<file path="src/tocm_pkg.sv">
// Constants, mode codes and state layout for the channel 1/2 output-compare block.
// Function
// - Four-bit mode field split: top bits at 16 and 24, low bits at 6:4, 14:12.
// - Clear-enable set: high clear input drives reference low; cleared: clear input ignored.
// - Reference is active high; main and complement levels come through separate polarities.
// - Frozen mode 0000 leaves the reference untouched by compare results.
// - Mode 0001 sets reference on match; mode 0010 clears it on match.
// - Mode 0011 toggles the reference on every match.
// - Mode 0100 holds reference low, 0101 holds it high, regardless of counter.
// - Pulse-width mode 1 counting down: low when counter above compare, else high.
// - Pulse-width mode 2 is the inverse of pulse-width mode 1 in both directions.
// - Mode 1000: idle active (up) or inactive (down) until trigger, then PWM 1 until update.
// - Mode 1001: idle inactive (up) or active (down) until trigger, then PWM 2 until update.
// - Mode 1100: reference as PWM 1, combined output is OR of both references.
// - Modes 1110/1111: PWM 1/2; combined output is ch1 reference up, ch2 reference down.
// - Lock level 3 with channel as output blocks writes to mode and preload-enable bits.
// - In PWM modes reference changes only on compare change or leaving frozen mode; code also moves it in armed one-pulse modes and on a fast-enable trigger.
// - Mode field is preloaded; with commutation preload set it loads only on commutation.
// - Preload off: compare writes act at once; on: shadow copied on each update.
// - Fast-enable makes a trigger act as a compare match, only in PWM modes; code also applies it in armed one-pulse modes.
// - Ch1 direction: 00 output, 01 input 1, 10 input 2, 11 internal trigger source.
// - Ch2 direction: 01 routes input 2, 10 routes input 1 to the ch2 capture input.
// - Direction field writable only while both output enables of the channel are clear.
`default_nettype none

package tocm_pkg;

    // Register byte addresses
    localparam logic [7:0] CTRL_OFS = 8'h18;
    localparam logic [7:0] CMP1_OFS = 8'h34;
    localparam logic [7:0] CMP2_OFS = 8'h38;
    localparam logic [7:0] STAT_OFS = 8'h3c;

    // Control field positions for channel 1; channel 2 sits one stride higher
    localparam int CH_STRIDE = 8;
    localparam int DIR_POS = 0;
    localparam int FAST_POS = 2;
    localparam int PRE_POS = 3;
    localparam int MODE_LO_POS = 4;
    localparam int CLR_POS = 7;
    localparam int MODE_HI_POS = 16;

    // Status field positions
    localparam int ST_REF_POS = 0;
    localparam int ST_COMB_POS = 2;
    localparam int ST_ARMED_POS = 3;
    localparam int ST_MODE_POS = 8;

    // Field values
    localparam logic [1:0] DIR_OUT = 2'h0;
    localparam logic [1:0] DIR_SAME = 2'h1;
    localparam logic [1:0] DIR_CROSS = 2'h2;
    localparam logic [1:0] DIR_TRC = 2'h3;
    localparam logic [1:0] LOCK_LEVEL3 = 2'h3;
    localparam logic [31:0] RDATA_UNMAPPED = 32'h0000_0000;

    typedef enum logic [3:0] {
        TOCM_FROZEN = 4'h0,
        TOCM_SET_MATCH = 4'h1,
        TOCM_CLR_MATCH = 4'h2,
        TOCM_TOGGLE = 4'h3,
        TOCM_FORCE_LOW = 4'h4,
        TOCM_FORCE_HIGH = 4'h5,
        TOCM_PWM1 = 4'h6,
        TOCM_PWM2 = 4'h7,
        TOCM_OPM1 = 4'h8,
        TOCM_OPM2 = 4'h9,
        TOCM_COMB1 = 4'hc,
        TOCM_COMB2 = 4'hd,
        TOCM_ASYM1 = 4'he,
        TOCM_ASYM2 = 4'hf
    } tocm_mode_e;

    // Whole block state, index 0 is channel 1
    typedef struct packed {
        logic ack;
        logic [31:0] rdata;
        logic [1:0][3:0] mode_pre;
        logic [1:0][3:0] mode_act;
        logic [1:0] clr_en;
        logic [1:0] pre_en;
        logic [1:0] fast_en;
        logic [1:0][1:0] dir;
        logic [1:0][15:0] cmp_shadow;
        logic [1:0][15:0] cmp_act;
        logic [1:0] ref_q;
        logic [1:0] lvl_q;
        logic [1:0] armed;
        logic [1:0] was_frozen;
        logic comb;
        logic [1:0] main_out;
        logic [1:0] comp_out;
        logic [1:0] cap;
    } tocm_state_s;

    localparam tocm_state_s STATE_RESET = '0;

endpackage : tocm_pkg

`default_nettype wire
</file>
<file path="src/tocm_output_compare.sv">
// Output-compare reference generation for timer channels 1 and 2 with a Wishbone register slave.
//
// The placing of the registers and the Wishbone slave port were left to the implementer.
`default_nettype none

module tocm_output_compare (
    input wire logic CLOCK, // Timer kernel clock
    input wire logic SRST, // Synchronous reset, active high
    input wire logic [7:0] ADR_I, // Wishbone byte address
    input wire logic [31:0] DAT_I, // Wishbone write data
    output logic [31:0] DAT_O, // Wishbone read data
    input wire logic WE_I, // Wishbone write enable
    input wire logic [3:0] SEL_I, // Wishbone byte selects
    input wire logic CYC_I, // Wishbone cycle
    input wire logic STB_I, // Wishbone strobe
    output logic ACK_O, // Wishbone acknowledge
    input wire logic [15:0] COUNTER_VALUE, // Timer counter
    input wire logic COUNT_DOWN, // Counter direction, high when counting down
    input wire logic UPDATE_EVENT, // Update event pulse
    input wire logic TRIGGER_INPUT, // Trigger event pulse
    input wire logic COMMUTATION_EVENT, // Commutation event pulse
    input wire logic FILTERED_EXTERNAL_TRIGGER, // Reference clear level
    input wire logic [1:0] LOCK_LEVEL, // Lock level
    input wire logic COMMUTATION_PRELOAD_CONTROL, // Mode loads only on commutation
    input wire logic [1:0] OUTPUT_POLARITY, // Main output polarity per channel
    input wire logic [1:0] COMPLEMENT_POLARITY, // Complement polarity per channel
    input wire logic [1:0] OUTPUT_ENABLE, // Main output enable per channel
    input wire logic [1:0] COMPLEMENT_ENABLE, // Complement enable per channel
    input wire logic TIMER_INPUT_1, // Timer input 1
    input wire logic TIMER_INPUT_2, // Timer input 2
    input wire logic INTERNAL_TRIGGER_SOURCE, // Internal trigger source
    input wire logic INTERNAL_TRIGGER_SELECTED, // Internal trigger picked as trigger
    output logic [1:0] REFERENCE, // Channel references, active high
    output logic CH1_COMBINED_REFERENCE, // Channel 1 combined reference
    output logic [1:0] MAIN_OUTPUT, // Main output levels
    output logic [1:0] COMPLEMENT_OUTPUT, // Complement output levels
    output logic [1:0] CAPTURE_INPUT // Routed capture inputs
);

    tocm_pkg::tocm_state_s state_r;
    tocm_pkg::tocm_state_s state_nxt;

    // Pulse-width mode 1 level; mode 2 is its inverse
    function automatic logic pwm1_level(input logic down, input logic [15:0] cnt, input logic [15:0] cmp);
        logic lvl;
        lvl = down ? (cnt <= cmp) : (cnt < cmp);
        return lvl;
    endfunction : pwm1_level

    // Control word as software reads it back
    function automatic logic [31:0] ctrl_word(input tocm_pkg::tocm_state_s s);
        logic [31:0] w;
        w = 32'h0000_0000;
        for (int i = 0; i < 2; i++) begin
            w[tocm_pkg::DIR_POS + tocm_pkg::CH_STRIDE * i +: 2] = s.dir[i];
            w[tocm_pkg::FAST_POS + tocm_pkg::CH_STRIDE * i] = s.fast_en[i];
            w[tocm_pkg::PRE_POS + tocm_pkg::CH_STRIDE * i] = s.pre_en[i];
            w[tocm_pkg::MODE_LO_POS + tocm_pkg::CH_STRIDE * i +: 3] = s.mode_pre[i][2:0];
            w[tocm_pkg::CLR_POS + tocm_pkg::CH_STRIDE * i] = s.clr_en[i];
            w[tocm_pkg::MODE_HI_POS + tocm_pkg::CH_STRIDE * i] = s.mode_pre[i][3];
        end
        return w;
    endfunction : ctrl_word

    // Next state of the whole block
    always_comb begin
        logic [31:0] bmask;
        logic [31:0] w;
        logic [31:0] rd;
        logic [15:0] cmp_new;
        logic [3:0] m;
        logic wr;
        logic locked;
        logic lvl;
        logic ref_v;
        logic match;
        logic is_pwm;
        bmask = {{8{SEL_I[3]}}, {8{SEL_I[2]}}, {8{SEL_I[1]}}, {8{SEL_I[0]}}};
        w = 32'h0000_0000;
        rd = tocm_pkg::RDATA_UNMAPPED;
        cmp_new = 16'h0000;
        m = 4'h0;
        wr = 1'b0;
        locked = 1'b0;
        lvl = 1'b0;
        ref_v = 1'b0;
        match = 1'b0;
        is_pwm = 1'b0;
        state_nxt = state_r;

        // Single-cycle slave: ack one cycle after the request, dropped the next
        state_nxt.ack = CYC_I && STB_I && !state_r.ack;
        wr = state_nxt.ack && WE_I;
        unique case (ADR_I)
            tocm_pkg::CTRL_OFS: rd = ctrl_word(state_r);
            tocm_pkg::CMP1_OFS: rd = {16'h0000, state_r.cmp_shadow[0]};
            tocm_pkg::CMP2_OFS: rd = {16'h0000, state_r.cmp_shadow[1]};
            tocm_pkg::STAT_OFS: begin
                rd[tocm_pkg::ST_REF_POS +: 2] = state_r.ref_q;
                rd[tocm_pkg::ST_COMB_POS] = state_r.comb;
                rd[tocm_pkg::ST_ARMED_POS +: 2] = state_r.armed;
                rd[tocm_pkg::ST_MODE_POS +: 8] = state_r.mode_act;
            end
            default: rd = tocm_pkg::RDATA_UNMAPPED;
        endcase
        state_nxt.rdata = (state_nxt.ack && !WE_I) ? rd : 32'h0000_0000;

        // Control register write, byte lanes merged onto the current contents
        if (wr && ADR_I == tocm_pkg::CTRL_OFS) begin
            w = (ctrl_word(state_r) & ~bmask) | (DAT_I & bmask);
            for (int i = 0; i < 2; i++) begin
                locked = (LOCK_LEVEL == tocm_pkg::LOCK_LEVEL3) && (state_r.dir[i] == tocm_pkg::DIR_OUT);
                if (!locked) begin
                    state_nxt.mode_pre[i] = {w[tocm_pkg::MODE_HI_POS + tocm_pkg::CH_STRIDE * i],
                        w[tocm_pkg::MODE_LO_POS + tocm_pkg::CH_STRIDE * i +: 3]};
                    state_nxt.pre_en[i] = w[tocm_pkg::PRE_POS + tocm_pkg::CH_STRIDE * i];
                end
                state_nxt.clr_en[i] = w[tocm_pkg::CLR_POS + tocm_pkg::CH_STRIDE * i];
                state_nxt.fast_en[i] = w[tocm_pkg::FAST_POS + tocm_pkg::CH_STRIDE * i];
                // Guard reads the live enable inputs, sampled in the cycle of the write
                if (!OUTPUT_ENABLE[i] && !COMPLEMENT_ENABLE[i]) begin
                    state_nxt.dir[i] = w[tocm_pkg::DIR_POS + tocm_pkg::CH_STRIDE * i +: 2];
                end
            end
        end

        for (int i = 0; i < 2; i++) begin
            // Compare value: shadow always written, active copy at once or on update
            if (wr && ADR_I == (i == 0 ? tocm_pkg::CMP1_OFS : tocm_pkg::CMP2_OFS)) begin
                cmp_new = (state_r.cmp_shadow[i] & ~bmask[15:0]) | (DAT_I[15:0] & bmask[15:0]);
                state_nxt.cmp_shadow[i] = cmp_new;
                if (!state_r.pre_en[i]) begin
                    state_nxt.cmp_act[i] = cmp_new;
                end
            end
            if (UPDATE_EVENT && state_r.pre_en[i]) begin
                state_nxt.cmp_act[i] = state_r.cmp_shadow[i];
            end

            // Mode preload: free-running copy, or held for a commutation event
            if (!COMMUTATION_PRELOAD_CONTROL || COMMUTATION_EVENT) begin
                state_nxt.mode_act[i] = state_nxt.mode_pre[i];
            end

            // One-pulse arming; a trigger in the update cycle wins
            if (TRIGGER_INPUT) begin
                state_nxt.armed[i] = 1'b1;
            end else if (UPDATE_EVENT) begin
                state_nxt.armed[i] = 1'b0;
            end

            m = state_r.mode_act[i];
            match = COUNTER_VALUE == state_r.cmp_act[i];
            lvl = pwm1_level(COUNT_DOWN, COUNTER_VALUE, state_r.cmp_act[i]) ^ m[0];
            is_pwm = (m == tocm_pkg::TOCM_PWM1) || (m == tocm_pkg::TOCM_PWM2) || m[3:2] == 2'b11 ||
                ((m == tocm_pkg::TOCM_OPM1 || m == tocm_pkg::TOCM_OPM2) && state_r.armed[i]);
            ref_v = state_r.ref_q[i];

            unique case (tocm_pkg::tocm_mode_e'(m))
                tocm_pkg::TOCM_FROZEN: ref_v = state_r.ref_q[i];
                tocm_pkg::TOCM_SET_MATCH: ref_v = match ? 1'b1 : ref_v;
                tocm_pkg::TOCM_CLR_MATCH: ref_v = match ? 1'b0 : ref_v;
                tocm_pkg::TOCM_TOGGLE: ref_v = match ? !ref_v : ref_v;
                tocm_pkg::TOCM_FORCE_LOW: ref_v = 1'b0;
                tocm_pkg::TOCM_FORCE_HIGH: ref_v = 1'b1;
                tocm_pkg::TOCM_OPM1, tocm_pkg::TOCM_OPM2: begin
                    // Idle level before the trigger depends on mode and direction
                    if (!state_r.armed[i]) begin
                        ref_v = COUNT_DOWN ^ !m[0];
                    end
                end
                default: ref_v = state_r.ref_q[i]; // Reserved codes hold
            endcase

            // Pulse-width level moves only on a compare change, when leaving frozen, in armed one-pulse modes or on a fast-enable trigger
            if (is_pwm) begin
                // One-pulse modes apply the compare level as soon as the trigger arms them
                if (lvl != state_r.lvl_q[i] || state_r.was_frozen[i] || m[3:1] == 3'b100) begin
                    ref_v = lvl;
                end
                if (state_r.fast_en[i] && TRIGGER_INPUT) begin
                    ref_v = pwm1_level(COUNT_DOWN, state_r.cmp_act[i], state_r.cmp_act[i]) ^ m[0];
                end
            end
            state_nxt.lvl_q[i] = lvl;
            state_nxt.was_frozen[i] = m == tocm_pkg::TOCM_FROZEN;

            // An input channel drives no reference
            if (state_r.dir[i] != tocm_pkg::DIR_OUT) begin
                ref_v = 1'b0;
            end
            // Clear level overrides everything; lands one clock later as outputs are registered
            if (state_r.clr_en[i] && FILTERED_EXTERNAL_TRIGGER) begin
                ref_v = 1'b0;
            end
            state_nxt.ref_q[i] = ref_v;

            // Pin levels: reference through polarity, parked low when disabled
            state_nxt.main_out[i] = OUTPUT_ENABLE[i] && (ref_v ^ OUTPUT_POLARITY[i]);
            state_nxt.comp_out[i] = COMPLEMENT_ENABLE[i] && (!ref_v ^ COMPLEMENT_POLARITY[i]);
        end

        // Combined reference of channel 1
        unique case (tocm_pkg::tocm_mode_e'(state_r.mode_act[0]))
            tocm_pkg::TOCM_COMB1: state_nxt.comb = state_nxt.ref_q[0] | state_nxt.ref_q[1];
            tocm_pkg::TOCM_COMB2: state_nxt.comb = state_nxt.ref_q[0] & state_nxt.ref_q[1];
            tocm_pkg::TOCM_ASYM1, tocm_pkg::TOCM_ASYM2: begin
                state_nxt.comb = COUNT_DOWN ? state_nxt.ref_q[1] : state_nxt.ref_q[0];
            end
            default: state_nxt.comb = state_nxt.ref_q[0];
        endcase

        // Capture input routing; internal source only counts when it is the selected trigger
        unique case (state_r.dir[0])
            tocm_pkg::DIR_SAME: state_nxt.cap[0] = TIMER_INPUT_1;
            tocm_pkg::DIR_CROSS: state_nxt.cap[0] = TIMER_INPUT_2;
            tocm_pkg::DIR_TRC: state_nxt.cap[0] = INTERNAL_TRIGGER_SELECTED && INTERNAL_TRIGGER_SOURCE;
            default: state_nxt.cap[0] = 1'b0;
        endcase
        unique case (state_r.dir[1])
            tocm_pkg::DIR_SAME: state_nxt.cap[1] = TIMER_INPUT_2;
            tocm_pkg::DIR_CROSS: state_nxt.cap[1] = TIMER_INPUT_1;
            tocm_pkg::DIR_TRC: state_nxt.cap[1] = INTERNAL_TRIGGER_SELECTED && INTERNAL_TRIGGER_SOURCE;
            default: state_nxt.cap[1] = 1'b0;
        endcase
    end

    // State register
    always_ff @(posedge CLOCK) begin
        if (SRST) begin
            state_r <= tocm_pkg::STATE_RESET;
        end else begin
            state_r <= state_nxt;
        end
    end

    // Outputs straight from the state flops
    assign ACK_O = state_r.ack;
    assign DAT_O = state_r.rdata;
    assign REFERENCE = state_r.ref_q;
    assign CH1_COMBINED_REFERENCE = state_r.comb;
    assign MAIN_OUTPUT = state_r.main_out;
    assign COMPLEMENT_OUTPUT = state_r.comp_out;
    assign CAPTURE_INPUT = state_r.cap;

    // Checks
    logic ch1_free;
    assign ch1_free = (state_r.dir[0] == tocm_pkg::DIR_OUT) && !(state_r.clr_en[0] && FILTERED_EXTERNAL_TRIGGER);
endmodule : tocm_output_compare

`default_nettype wire

</file>
<file path="config.mk">
export PLATFORM = sky130hd
export DESIGN_NAME = tocm_output_compare
export DESIGN_NICKNAME = d
export VERILOG_FILES = /design/src/tocm_pkg.sv /design/src/tocm_output_compare.sv
export SDC_FILE = /design/constraint.sdc
export NUM_CORES = 1
export LEC_CHECK = 0
export BUFFER_PORTS_ARGS = -buffer_cell sky130_fd_sc_hd__buf_2
export CAP_MARGIN = 20
export CORE_ASPECT_RATIO = 1.75
export CORE_MARGIN = 8
export CORE_UTILIZATION = 50
export CTS_CLUSTER_SIZE = 10
export DETAILED_ROUTE_END_ITERATION = 16
export PLACE_DENSITY = 0.81
export SYNTH_ARGS = -nofsm -noshare
export SYNTH_HDL_FRONTEND = slang
export SYNTH_SLANG_ARGS = --single-unit
</file>
<file path="constraint.sdc">
create_clock -name CLOCK -period 3.2 [get_ports CLOCK]
set_input_delay 0.32 -clock CLOCK [delete_from_list [all_inputs] [get_ports CLOCK]]
set_output_delay 0.32 -clock CLOCK [all_outputs]
set_load 0.03 [all_outputs]
</file>
Word level (Yosys, flattened, before mapping)
Index checks and enable logic that the tools add are counted.
Widths: inputs -> output; s select.
Cells by class
  muxes and demuxes: 42
  reductions and logical operators: 70
  equality and inequality tests: 43
  bitwise operators: 26
  magnitude comparators: 8
Operators with widths (number)
  $mux 16: 6
  $le 16x16->1: 4
  $lt 16x16->1: 4
  $and 25x25->25: 2
  $and 16x16->16: 3
  $eq 16x16->1: 2
  $eq 4x3->1 const B: 8
  $eq 4x4->1 const B: 8
  $or 16x16->16: 2
  $pmux 8 s4: 1
  $mux 1: 25
  $not 25->25: 1
  $or 25x25->25: 1
  $eq 8x6->1 const B: 3
  $logic_and 1x1->1: 24
  $pmux 5 s4: 1
  $eq 4x2->1 const B: 4
  $not 16->16: 1
  $eq 2x2->1 const B: 7
  $logic_not 1->1: 13
  $logic_or 1x1->1: 13
  $pmux 1 s6: 2
  $reduce_and 2->1: 6
  $reduce_bool 2->1: 5
  18 further kinds: 43
Word-level totals
  output and inout bits: 42
  flip-flop bits (word level): 137
  input port bits: 85
  word-level logic and storage cells: 214

Logic depth before layout (Yosys ltp)
  depth after elaboration: 14
  mapped depth: 14
  mapped depth without buffers: 14

Worst setup path after synthesis
OpenSTA, ideal clock, no wires.
  path type: flip-flop to flip-flop
  start point: register state_r[46] (netlist name)
  end point: register state_r (netlist bit COMPLEMENT_OUTPUT[1])
  cell stages (with the launch flop): 14
  clock period less this slack: 2984 ps
  data required time: 3127 ps
  path buffers: 0
  setup slack: 216 ps
  data arrival time: 2911 ps
  library setup time: 73 ps
  path through: dfxtp_1 > inv_1 > ha_1 > nand4_2 > or4_2 > ha_1 > nor2b_1 > o22ai_1 > a22oi_1 > a21boi_0 > o41ai_2 > a21oi_2 > xor2_1 > nor3b_2
On the way
  cells in the longest elaborated chain, start to end: 14
  elaborated cells between the ends (all ways): 24
  those cells by class: order compare (4); eq/ne (2); mux (11); bitwise (3); reduce/logical (4)
RTL lines
  start, declared: RTL line tocm_output_compare.sv:40  | tocm_pkg::tocm_state_s state_r;
  start signal, assigned: RTL line tocm_output_compare.sv:231  | state_r <= tocm_pkg::STATE_RESET;
  start signal, assigned: RTL line tocm_output_compare.sv:233  | state_r <= state_nxt;
  $lt 16x16->1 / $le 16x16->1 (equally long branches): RTL line tocm_output_compare.sv:46  | lvl = down ? (cnt <= cmp) : (cnt < cmp);
  $mux 1: RTL line tocm_output_compare.sv:46
  $xor 1x1->1: RTL line tocm_output_compare.sv:154  | lvl = pwm1_level(COUNT_DOWN, COUNTER_VALUE, state_r.cmp_act[i]) ^ m[0];
  $ne 1x1->1: RTL line tocm_output_compare.sv:178  | if (lvl != state_r.lvl_q[i] || state_r.was_frozen[i] || m[3:1] == 3'b100) begin
  $logic_or 1x1->1 (2 in a row): RTL line tocm_output_compare.sv:178
  $mux 1: RTL line tocm_output_compare.sv:178
  $mux 1: RTL line tocm_output_compare.sv:181  | if (state_r.fast_en[i] && TRIGGER_INPUT) begin
  $mux 1 (*): RTL line tocm_output_compare.sv:176  | if (is_pwm) begin
  $mux 1 (*): RTL line tocm_output_compare.sv:189  | if (state_r.dir[i] != tocm_pkg::DIR_OUT) begin
  $mux 1 (*): RTL line tocm_output_compare.sv:193  | if (state_r.clr_en[i] && FILTERED_EXTERNAL_TRIGGER) begin
  $logic_not 1->1 (*): RTL line tocm_output_compare.sv:200  | state_nxt.comp_out[i] = COMPLEMENT_ENABLE[i] && (!ref_v ^ COMPLEMENT_POLARITY[i]);
  $xor 1x1->1 (*): RTL line tocm_output_compare.sv:200
  $logic_and 1x1->1 (*): RTL line tocm_output_compare.sv:200
Every way passes the cells marked *; elsewhere a longest branch is shown, timed or not.
A chain may end at the register's enable or synchronous reset.

Worst setup path after layout
  start point: register state_r[16] (netlist name)
  end point: register state_r (netlist bit MAIN_OUTPUT[0])
On the way
  cells in the longest elaborated chain, start to end: 13
  elaborated cells between the ends (all ways): 23
  those cells by class: order compare (4); eq/ne (2); mux (11); bitwise (3); reduce/logical (3)
RTL lines
  $lt 16x16->1 / $le 16x16->1 (equally long branches): RTL line tocm_output_compare.sv:46
  $mux 1: RTL line tocm_output_compare.sv:46
  $xor 1x1->1: RTL line tocm_output_compare.sv:154
  $ne 1x1->1: RTL line tocm_output_compare.sv:178
  $logic_or 1x1->1 (2 in a row): RTL line tocm_output_compare.sv:178
  $mux 1: RTL line tocm_output_compare.sv:178
  $mux 1: RTL line tocm_output_compare.sv:181
  $mux 1 (*): RTL line tocm_output_compare.sv:176
  $mux 1 (*): RTL line tocm_output_compare.sv:189
  $mux 1 (*): RTL line tocm_output_compare.sv:193
  $xor 1x1->1 (*): RTL line tocm_output_compare.sv:199  | state_nxt.main_out[i] = OUTPUT_ENABLE[i] && (ref_v ^ OUTPUT_POLARITY[i]);
  $logic_and 1x1->1 (*): RTL line tocm_output_compare.sv:199
Marked as above.

==> metrics.yaml <==
hold_start: "OUTPUT_ENABLE[1]"
crit_path_start_kind: "flip-flop"
finalMaxSlewViolations: 0
grt_max_degree: 90
worstHoldPathCells: 2
fmax_ghz: 0.308
clk_pin_slew_ns: 0.06
yosysWarningCount: 0
cts.sinks: 123
syn_area_mm2: 0.00650
cts_tree: "yes"
hp-class: "primary input to flip-flop"
die-area_mm2: 0.0171
nets: 979
drive_gt1_share_pct: 28.7
crit_path_end_kind: "flip-flop"
yosys.area_share.simple_pct: 21.1
vias: 6524
place_area_mm2: 0.00706
synth.area.mux_share_pct: 4.54
worstSkewPairLatency_ns: 0.43
mostFrequentLayoutCells: "105 x dfxtp_1, 97 x buf_2, 91 x nor2_1"
reg2reg_from: "state_r[16]"
avgRoutedWirePerCell_um: 20.4
crit_arrival_ns: 3.59
status: "complete, but fails checks"
antenna_left: 0
min_period_ns: 3.25
final_common_cell: "dfxtp_1"
dr.pass1.iters: 8
r2r_cells: 15
synth_cell_types: 64
cts_buffers: 17
pwr_density_cell_mw_per_mm2: 493
hpwl_um: 15200
crit_start: "state_r[16]"
multi_input_area_mm2: 0.00375
skew_ns: 0.00641
timing_worst_setup_path_type: "flip-flop to flip-flop"
cts_max_path_buffers: 2
p_int_w: 0.00298
ys_seq_area_share_pct: 37.9
setup_viol: 1
synth-main-ff-cell: "dfxtp_1"
rsz0062_at_grt: "yes"
clock_power_share_pct: 50.5
worstReg2RegEnd: "MAIN_OUTPUT[0]"
max-slew-margin-rel_pct: 33.2
drc_errors: 0
gr-total-overflow: 0
n_fill_cell: 1067
stdcell_area_mm2: 0.00802
grt_pass1_vias: 6256
postSynthAreaPerCell_um2: 8.43
antenna_found_initial: 2
maxCapViolations: 0
total_power_w: 0.00395
cts_root_buf: "clkbuf_16"
switching_share_pct: 24.6
final_hold_viol_count: 0
area_growth_pct: 23.3
synth_top_family_by_area: "simple AND/OR/NAND/NOR gates"
power_frac_comb_pct: 9.6
switchingPower_w: 0.000972
seq_power_share_pct: 39.9
synth_fa_ha_area_share_pct: 6.92
initial_utilization_pct: 50.8
die_h_um: 167
drt_iter0_drc: 983
synth_edf_count: 0
cp_max_fo: 2
post-place-ws_ns: -0.144
p_leak_nw: 3.14
worstMarginPinSlew_ns: 1.00
synthArstFlopShare_pct: 0
min_to: "MAIN_OUTPUT[1]"
synth_compound_gate_area_share_pct: 19.0
ys_seq_elements: 123
crit_required_ns: 3.54
hold_slack_ns: 0.146
rows: 55
reg2reg_slack_ns: -0.05
port_buffers: 98
ctsHtreeMaxLevel: 4
routed_wirelength_um: 21300
period_share_pct: 101
grt_use_total_pct: 23.9
grt_pass1_wl_um: 31600
synth-xor-area-share_pct: 0.808
violations: "negative setup slack"
viasPerCell: 6.25
syn_inst: 772
worst_ir_drop_vdd_mv: 0.371
fp.coreArea_mm2: 0.0128
place_congestion: 0.961
fin_ws_ns: -0.0476
die_w_um: 102
ioPinCount: 127
final_util_pct: 62.6
regArea_mm2: 0.00248
-- metrics by stage --
step	std cells	setup TNS (ns)
floorplan	785	0
global route	1044	-1.39
global placement	1007	-0.386
finish	1044	-0.0476
detailed placement	1007	-0.617
CTS	1040	-0.00990
-- what timing repair did --
action / in CTS / in global routing
endpoints found under the setup margin: 5 / 6
pin swaps: 2 / 22
resized for setup: 5 / 54
hold buffers: 0 / 0
setup buffers: 1 / 3
-- how the worst max path moves through the flow --
stage,slack (ns),end,depth (start not counted)
after floorplan,0.22,COMPLEMENT_OUTPUT[1],13
after global placement,-0.10,MAIN_OUTPUT[0],15
after detailed placement,-0.14,CH1_COMBINED_REFERENCE,13
after CTS,-0.01,CH1_COMBINED_REFERENCE,13
after global routing,-0.42,MAIN_OUTPUT[0],15
final,-0.05,MAIN_OUTPUT[0],15
-- cell usage after synthesis (14+ instances only) --
cell,count,area share (%)
buf_4,40,4.6
clkbuf_1,37,2.1
a222oi_1,44,6.8
nand3_1,46,3.5
nor2_1,91,5.3
a21oi_1,59,4.5
dfxtp_1,123,38
nand2_1,68,3.9
a211oi_1,14,1.6
ha_1,36,6.9
mux2i_1,16,2.5
inv_1,46,2.7
-- area by class of cell --
type                       instances  share of cell area [%]
clock buffer                      22                    5.91
clock inverter                    10                    1.75
antenna                            2                  0.0624
multi-input combinational        535                    46.8
tap                              171                    2.67
inverter                          46                    2.18
sequential                       123                    31.0
timing repair buffer             135                    9.61
-- power by group through the flow --
stage          clock [W]  sequential, W  combinational [W]
3_5_place_dp           0        0.00161           0.000334
6_report         0.00200        0.00158           0.000380
2_1_floorplan          0        0.00160           0.000227
4_1_cts          0.00200        0.00157           0.000344
3_3_place_gp           0        0.00161           0.000327
5_1_grt          0.00208        0.00158           0.000409
-- logic make-up after synthesis --
group           Yosys count
simple gates            281
flops                   123
buf+inv                 127
xor+xnor                  6
compound gates          170
other cells               1
fa+ha+maj                36
mux                      28
-- sequential cells by signal (all words and copies together), names as in the netlist, named ones only --
name / flops
MAIN_OUTPUT: 2
REFERENCE: 2
COMPLEMENT_OUTPUT: 2
ACK_O: 1
DAT_O: 18
CAPTURE_INPUT: 2
CH1_COMBINED_REFERENCE: 1
state_r: 85
-- routing by layer --
| metal | vias up | global-route usage [%] | share of wire, % | wire length [µm] |
|---|---|---|---|---|
| li1 | 2936 | - | - | - |
| met1 | 3051 | 24.3 | 33 | 7070 |
| met2 | 429 | 41.0 | 50 | 10700 |
| met3 | 108 | 5.09 | 9.3 | 1980 |
| met4 | 0 | 18.3 | 7.3 | 1560 |
| met5 | - | 0 | 0 | 0 |
-- worst max-delay path: stages (launching register included) --
cell and delay, ns:
dfxtp_2 0.32, inv_1 0.04, ha_1 0.28, nand4_1 0.25
nor4_1 0.33, buf_4 0.18, inv_4 0.04, ha_4 0.14
or2_1 0.21, a311oi_2 0.23, o211ai_1 0.14, o311ai_2 0.12
a211oi_2 0.11, or3_4 0.43, xor2_1 0.17, nor3b_1 0.17
Note: power is estimated with default switching activity, not from simulation.
